File: src/rtl/pulse_switch_pkg.sv
// Purpose: Constants for the pulse-count switch controller
// Assumes: 100 MHz system clock
// Notes:   Times are held in their own unit; cycle counts derive from them
package pulse_switch_pkg;
  localparam int CLOCK_MHZ            = 100;
  localparam int LATCH_TIMEOUT_US     = 500;
  localparam int OFF_TIMEOUT_US       = 500;
  localparam int TURN_ON_MAX_NS       = 2700;
  localparam int MIN_HIGH_PHASE_NS    = 50;
  localparam int MAX_HIGH_PHASE_US    = 75;
  localparam int LOW_PHASE_MIN_NS     = 500;
  localparam int LOW_PHASE_MAX_US     = 75;
  // Nanosecond times round down to whole cycles
  localparam int LATCH_TIMEOUT_CYCLES = LATCH_TIMEOUT_US * CLOCK_MHZ;
  localparam int OFF_TIMEOUT_CYCLES   = OFF_TIMEOUT_US * CLOCK_MHZ;
  localparam int TURN_ON_MAX_CYCLES   = (TURN_ON_MAX_NS * CLOCK_MHZ) / 1000;
  localparam int TIMER_WIDTH          = 16;
  localparam int CHANNELS_MAX         = 6;
  localparam int THREE_CH_BITS        = 3;
  localparam logic [CHANNELS_MAX-1:0] ALL_ON  = 6'h3F;
  localparam logic [CHANNELS_MAX-1:0] ALL_OFF = 6'h00;
  localparam logic [CHANNELS_MAX-1:0] COUNT_CLEAR = 6'h00;
  localparam logic [TIMER_WIDTH-1:0]  TIMER_CLEAR = 16'h0000;
endpackage

File: src/rtl/level_timer.sv
// Purpose: Counts how long a level has stood and flags the timeout
// Assumes: Restart pulse marks every start of the watched level
// Notes:   Saturates after expiry, so the flag pulses once per level
`timescale 1ns/1ps
module level_timer
  import pulse_switch_pkg::*;
#(
  parameter logic [TIMER_WIDTH-1:0] LIMIT = 16'h0001
) (
  input  wire logic clock_in,
  input  wire logic resetn_in,
  input  wire logic restart_in,
  input  wire logic active_in,
  output logic      expired_out
);
  logic [TIMER_WIDTH-1:0] count_reg;

  always_ff @(posedge clock_in) begin
    if (!resetn_in || restart_in || !active_in) begin
      count_reg <= TIMER_CLEAR;
    end else if (count_reg != LIMIT) begin
      count_reg <= count_reg + 16'h0001;
    end
  end

  always_ff @(posedge clock_in) begin
    if (!resetn_in) begin
      expired_out <= 1'b0;
    end else begin
      expired_out <= active_in && !restart_in && (count_reg == LIMIT - 16'h0001);
    end
  end
endmodule

File: src/rtl/pulse_count_switch_control.sv
// Purpose: Decodes a single-wire pulse-count line into low-side switch states
// Assumes: Control line is asynchronous and synchronised here
// Notes:   Six-channel build by default; three-channel build wraps the count at eight
`timescale 1ns/1ps
module pulse_count_switch_control
  import pulse_switch_pkg::*;
#(
  parameter int                     SIX_CHANNELS   = 1,
  parameter logic [TIMER_WIDTH-1:0] LATCH_CYCLES   = TIMER_WIDTH'(LATCH_TIMEOUT_CYCLES),
  parameter logic [TIMER_WIDTH-1:0] OFF_CYCLES     = TIMER_WIDTH'(OFF_TIMEOUT_CYCLES)
) (
  input  wire logic                    clock_in,
  input  wire logic                    resetn_in,
  input  wire logic                    pulse_line_in,
  output logic [CHANNELS_MAX-1:0]      ground_enable_out,
  output logic                         enabled_out
);
  import pulse_switch_pkg::*;

  typedef enum logic [1:0] {SHUTDOWN, COUNTING, HOLDING} mode_e;

  logic                    line_meta_reg;
  logic                    line_sync_reg;
  logic                    line_prev_reg;
  logic                    rise;
  logic                    fall;
  logic                    latch_expired;
  logic                    off_expired;
  logic [CHANNELS_MAX-1:0] edge_count_reg;
  logic [CHANNELS_MAX-1:0] edge_count_next;
  mode_e                   mode_reg;

  // Edge count minus one, set bits mark channels that are off
  function automatic logic [CHANNELS_MAX-1:0] decode_count(input logic [CHANNELS_MAX-1:0] count, input int six);
    logic [CHANNELS_MAX-1:0] offs;
    offs = count - 6'h01;
    if (six == 0) begin
      offs = {3'h7, offs[THREE_CH_BITS-1:0]};
    end
    return ~offs;
  endfunction

  always_ff @(posedge clock_in) begin
    if (!resetn_in) begin
      line_meta_reg <= 1'b0;
      line_sync_reg <= 1'b0;
      line_prev_reg <= 1'b0;
    end else begin
      line_meta_reg <= pulse_line_in;
      line_sync_reg <= line_meta_reg;
      line_prev_reg <= line_sync_reg;
    end
  end

  assign rise = line_sync_reg && !line_prev_reg;
  assign fall = !line_sync_reg && line_prev_reg;

  level_timer #(.LIMIT(LATCH_CYCLES)) latch_timer (
    .clock_in    (clock_in),
    .resetn_in   (resetn_in),
    .restart_in  (rise),
    .active_in   (line_sync_reg),
    .expired_out (latch_expired)
  );

  level_timer #(.LIMIT(OFF_CYCLES)) off_timer (
    .clock_in    (clock_in),
    .resetn_in   (resetn_in),
    .restart_in  (fall),
    .active_in   (!line_sync_reg),
    .expired_out (off_expired)
  );

  // Three channels wrap after eight edges; six wrap through zero, which decodes as edge 64
  always_comb begin
    edge_count_next = edge_count_reg + 6'h01;
    if (SIX_CHANNELS == 0 && edge_count_reg == 6'h08) begin
      edge_count_next = 6'h01;
    end
  end

  always_ff @(posedge clock_in) begin
    if (!resetn_in) begin
      edge_count_reg <= COUNT_CLEAR;
    end else if (off_expired) begin
      // A rise that meets the off timeout starts a new series rather than being lost
      edge_count_reg <= rise ? 6'h01 : COUNT_CLEAR;
    end else if (rise) begin
      edge_count_reg <= edge_count_next;
    end
  end

  always_ff @(posedge clock_in) begin
    if (!resetn_in) begin
      mode_reg <= SHUTDOWN;
    end else begin
      case (mode_reg)
        SHUTDOWN: begin
          if (rise) begin
            mode_reg <= COUNTING;
          end
        end
        COUNTING: begin
          if (off_expired && !rise) begin
            mode_reg <= SHUTDOWN;
          end else if (latch_expired) begin
            mode_reg <= HOLDING;
          end
        end
        default: begin
          if (off_expired && !rise) begin
            mode_reg <= SHUTDOWN;
          end else if (rise) begin
            mode_reg <= COUNTING;
          end
        end
      endcase
    end
  end

  always_ff @(posedge clock_in) begin
    if (!resetn_in) begin
      ground_enable_out <= ALL_OFF;
      enabled_out       <= 1'b0;
    end else if (rise && (mode_reg == SHUTDOWN || off_expired)) begin
      ground_enable_out <= SIX_CHANNELS != 0 ? ALL_ON : 6'h07;
      enabled_out       <= 1'b1;
    end else if (off_expired) begin
      ground_enable_out <= ALL_OFF;
      enabled_out       <= 1'b0;
    end else if (latch_expired && mode_reg == COUNTING) begin
      ground_enable_out <= decode_count(edge_count_reg, SIX_CHANNELS);
      enabled_out       <= 1'b1;
    end
  end
endmodule

File: config.mk
export PLATFORM = sky130hd
export DESIGN_NAME = pulse_count_switch_control
export DESIGN_NICKNAME = d
export VERILOG_FILES = /design/src/rtl/pulse_switch_pkg.sv /design/src/rtl/level_timer.sv /design/src/rtl/pulse_count_switch_control.sv
export SDC_FILE = /design/constraint.sdc
export NUM_CORES = 1
export LEC_CHECK = 0
export BUFFER_PORTS_ARGS = -buffer_cell sky130_fd_sc_hd__clkbuf_2
export CORE_AREA = 4 4 78 80
export DETAILED_ROUTE_END_ITERATION = 8
export DIE_AREA = 0 0 82 84
export MAX_ROUTING_LAYER = met4
export PLACE_DENSITY = 0.7
export SLEW_MARGIN = 20
export SYNTH_ARGS = -nofsm -noshare
export SYNTH_HDL_FRONTEND = slang
export SYNTH_SLANG_ARGS = --single-unit
File: constraint.sdc
create_clock -name clock_in -period 1.55 [get_ports clock_in]
set_clock_uncertainty 0.15 [all_clocks]
set_input_delay 0.0775 -clock clock_in [delete_from_list [all_inputs] [get_ports clock_in]]
set_output_delay 0.0775 -clock clock_in [all_outputs]
set_load 0.03 [all_outputs]
# [Word-level counts from Yosys, hierarchy flattened]
# Index checks and enable logic that the tools add are counted.
[word_totals] regBits=52 out_inout_bits=7 wordCells=58
[op_classes] add_sub_neg=4 n_eq_ne=6 n_mux=14 bitwise=1 reduce_logical=22
[op_table] cell="adder 16 x 1 -> 16 bit (second input constant)" n=2
[op_table] cell="equality test 16 bit (second input constant)" n=2
[op_table] cell="inequality test 16 bit (second input constant)" n=2
[op_table] cell="two-way mux 6 bit" n=5
[op_table] cell="logical AND 1 bit" n=9
[op_table] cell="two-way mux 2 bit" n=4
[op_table] cell="adder 6 x 1 -> 6 bit (second input constant)" n=1
[op_table] cell="NOT 6 bit" n=1
[op_table] cell="subtractor 6 x 1 -> 6 bit (second input constant)" n=1
[op_table] cell="logical NOT 1 bit" n=5
[op_table] cell="logical OR 1 bit" n=5
[op_table] cell="two-way mux 1 bit" n=4
[op_table] cell="case mux 2 bit (2 select lines)" n=1
[op_table] cell="inequality test 3 x 2 -> 1 bit (second input constant)" n=1
[op_table] cell="nonzero test 3 bit" n=1
[op_table] cell="equality test 2 x 1 -> 1 bit (second input constant)" n=1
[op_table] cell="logical NOT 2 bit" n=1
[op_table] cell="nonzero test 2 bit" n=1

# [Logic depth before layout (Yosys ltp)]
[logic_depth] ltp_word=6 mapped_depth=6 mapped_depth_nobuf=6

# [Cells and area by module]
# From an unflattened synthesis, not the netlist that was laid out.
[unflattened] hier_cells=268 area_unflattened_um2=2453.6
[by_module_without_submodules] module="level_timer" n_inst=2 cells_each=89 area_per_inst_um2=815.8 seq_area_each_um2=340.3
[by_module_without_submodules] module="pulse_count_switch_control" n_inst=1 cells_each=90 area_per_inst_um2=822.0 seq_area_each_um2=360.3

# [Worst setup path after synthesis]
# Ideal clock, no wire load.
[synth_timing] kind="register to register" start="register off_timer.count_reg[0]" end="register off_timer.count_reg[14]" setup_time_ns=0.128 arrival_time_ns=1.274 setup_slack_ns=-0.001 path_stages_with_launch=6 path_buffers=0 path_cell_list="dfxtp_1 -> ha_1 -> nand3_2 -> nor4_1 -> xnor2_1 -> nor2_1"
[synth_between] elab_chain_len=1 elab_cells_between_ends=2 classes_between="add/sub (1); eq/ne (1)"
[synth_rtl] element="start, declared" line="level_timer.sv:16" source="logic [TIMER_WIDTH-1:0] count_reg;"
[synth_rtl] element="start signal, assigned" line="level_timer.sv:22" source="count_reg <= count_reg + 16'h0001;"
[synth_rtl] element="adder 16 x 1 -> 16 bit / inequality test 16 bit (equally long branches)" line="level_timer.sv:22, level_timer.sv:21"
# Parallel ways exist; a longest one is shown, timed or not.
# A chain may end at the register's enable or synchronous reset.

# [Worst setup path after layout]
[layout_timing] start="register off_timer.count_reg[1]" end="register off_timer.count_reg[8]"
# The elaborated chain is that of the path after synthesis.

==> results summary <==
The number of H-tree levels came out at 2. The initial antenna violation count came to 0. Timing would allow up to 652 MHz. The worst-case IR drop observed on VDD is 0.569 mV.

The sequential share of power is 0.493. The number of port buffers is 9. Setup repair after global routing could not meet its margin everywhere. The detailed-route wire length per cell came out at 12.6 um. The final setup slack of the worst path came out at 16.7 ps. The via count of the first global-routing pass was 2,039.

The clock latency reported for the late side of the worst-skew pair is 300 ps. The top-level I/O count is 10. The count of antenna diodes in the layout came out at 0.

The maximum number of buffers from clock root to sink is 2. After clock tree synthesis, the clock-pin slew on the worst setup and hold paths is 100 ps. The tightest min-delay check is of the flip-flop to flip-flop type. The congestion estimate from routability-driven global placement came to 0.823.

The effective utilization at floorplan is 0.443. The switching power came out at 551 uW. The maximum number of pins on one net before global-route repair came out at 17.

The smallest clock period supported by the final layout is computed as 1530 ps. Across the run, the number of max-cap violations was 0. The setup slack at placement is -67.6 ps. Measured in cells, the most critical reg-to-reg path has a length of 4. For this run, design rule violations remaining after detail routing come to 0. In this run the static leakage power is 1.21 nW. Yosys attributes the largest share of cell area to dfxtp_1, xnor2_1, xor2_1.

The timing startpoint of the critical path is off_timer.count_reg[1]. The area of the die is 6890 um^2. The slowest stage of the critical path belongs to the cell or3_1. The sum of net half-perimeters after detailed placement is 3370 um.

The element type at the critical path start is a flip-flop. The most common library cell in the layout ignoring fill and taps is dfxtp_1. The internal power component is 2.22 mW.

Relative to the synthesized area, the layout overhead comes to 32.6%. Data on the critical path is required at its endpoint by 1630 ps. For this run, the post-layout net count is 326. The run finished with clean final reports. The post-synthesis net count came out at 278. The critical path is of the flip-flop to flip-flop type. The post-synthesis instance area is 2390 um^2. The clock tree from TritonCTS is built. The cell sitting at the root of the clock tree is a clkbuf_8. The portion of total power attributed to combinational logic came out at 0.055.

The number of DRC markers in iteration 0 is 95. The share of total power in the clock network came out at 0.452. The launch point of the worst hold path is line_meta_reg. The number of clock buffers added by TritonCTS is 5. The cell area power density came out at 874 nW/um^2. Of the available clock period, the critical path in the final layout requires 0.989. Measured along the y axis, the die boundary spans 84 um. The average cell area after synthesis came out at 8.90 um^2. The first-pass GRT wire length came out at 8690 um.

The critical path ends at off_timer.count_reg[8]. In the layout the commonest cells are dfxtp_1, buf_4, nor2_1, nand2_1, xnor2_1. The setup violation total in the final timing report is 0. The share of layout cells above drive strength 1 is 0.314. STA classifies the critical path endpoint as a flip-flop. The share of Yosys cell area claimed by the top area cell type is 0.435. Using the TritonRoute via totals, the vias-per-cell ratio works out to 5.15.

The slew at the pin with the worst max-slew slack is 319 ps. The summed negative setup slack over all endpoints is 0 ps. The worst setup slack for register-to-register paths came out at 20 ps. The share of the yosys chip area belonging to registers came out at 0.435. CTS saw 52 sinks. dfxtp_1 takes more of the synthesized area than any other cell. Measured against its own limit, the worst slew margin works out to 0.787. The stage delay of the slowest cell on the critical path is 390 ps. The post-synthesis cell count is 269. In this run the horizontal extent of the chip is 82 um. Data on the critical path arrives at its endpoint at 1610 ps. The highest net fanout along the worst path is 8. The global-route usage over all layers came out at 0.157. The total via count after detailed routing is 2,007.

Counting distinct cell types in the post-synthesis netlist gives 42. The remaining antenna violation count is 0. The max-slew violation count is 0. The number of optimization iterations in the first detailed-route pass came out at 4. The flip-flop and latch count after synthesis came out at 52.

In this run the critical register-to-register path is captured at off_timer.count_reg[8]. The startpoint identified for the worst register-to-register timing path is off_timer.count_reg[1]. The proportion of total power due to net switching came out at 0.199.

After floorplanning, the core was sized to cover 5410 um^2. After global routing the overflow that remains totals 0. During synthesis, Yosys emitted a total of 0 warnings. Walking the worst path, the cells encountered are ha_2, nand3_4, or3_1, a21oi_1. The number of cell rows is 27. The count of endpoints failing hold in the final timing report is 0.

The final layout contains routed wiring with a total length of 4910 um.
==> synth_stat cells (all sizes together) <==
cell type,number
nor3,9
nand4,13
a31oi,3
and4bb,1
nor4bb,2
nor4,8
nor3b,1
xnor2,16
nand2,18
o21ai,8
nor2b,1
inv,12
nor4b,3
dfxtp,52
ha,6
and4,2
nand3b,3
xor2,15
o311ai,1
nor2,36
or2b,2
a21oi,9
nand3,12
a31o,1
and3,4
mux2i,5
o21bai,1
or3,4
and2,7
and3b,1
nand2b,3
buf,3
nand4b,1
clkbuf,4
a21o,1
o211ai,1
==> final cells by class <==
cell class | count | area (um^2)
sequential | 52 | 1080
fill | 457 | 2230
multi-input combinational | 198 | 1450
clock buffer | 5 | 68.8
timing repair buffer | 48 | 349
tap | 72 | 90.1
clock inverter | 3 | 90.1
inverter | 12 | 47.5
==> cell families after synthesis <==
group / after synthesis / synth area share
fa+ha+maj: 6 / 0.0314
simple gates: 131 / 0.308
buf+inv: 19 / 0.0314
xor+xnor: 31 / 0.113
flops: 52 / 0.435
mux: 5 / 0.0209
compound gates: 25 / 0.0601
==> metal layers <==
layer / GRT usage / vias to the layer above / part of all wire / wire length (um)
li1: - / 1028 / - / -
met1: 0.203 / 943 / 0.48 / 2380
met2: 0.245 / 30 / 0.47 / 2320
met3: 0.0367 / 6 / 0.035 / 170
met4: 0.0393 / 0 / 0.0092 / 45
met5: - / - / 0 / 0
==> how the worst min path moves through the flow <==
stage / slack [ps] / end / depth (start not counted)
6_report: 290 / line_sync_reg / 1
5_1_grt: 340 / line_sync_reg / 1
4_1_cts: 300 / line_sync_reg / 1
3_5_place_dp: 160 / line_meta_reg / 2
3_3_place_gp: 150 / line_meta_reg / 2
2_1_floorplan: 50 / line_meta_reg / 1
==> critical path: cells and delay by family, from the launching register on <==
kind | cells | cell delay [ps]
AOI/OAI and AO/OA | 1 | 170
adders and majority gates | 1 | 220
DFF | 1 | 380
and+or+nand+nor | 2 | 530
==> repair_timing <==
item | CTS | global route
cloned | 0 | 0
setup endpoints to repair | 6 | 27
pin swaps | 1 | 14
hold buffers | 3 | 0
buffers inserted | 0 | 2
gates resized for setup | 8 | 46
hold endpoints to repair | 3 | 0
==> through the flow <==
stage	instances	instance area, um^2	utilization	hold WS [ps]	power (mW)
6_report	390	3170	0.587	294	2.77
5_1_grt	390	3170	0.587	339	2.89
4_1_cts	388	2990	0.554	299	2.79
3_5_place_dp	377	2760	0.511	158	1.54
3_3_place_gp	377	2760	0.511	155	1.54
2_1_floorplan	269	2400	-	54.8	1.49
==> power groups by stage <==
| stage | clock (mW) | combinational, mW | sequential [mW] |
|---|---|---|---|
| floorplan | 0 | 0.0675 | 1.42 |
| global placement | 0 | 0.132 | 1.40 |
| CTS | 1.27 | 0.143 | 1.38 |
| global route | 1.34 | 0.172 | 1.37 |
| detailed placement | 0 | 0.135 | 1.41 |
| finish | 1.25 | 0.152 | 1.37 |
(Power assumes the default switching activity.)
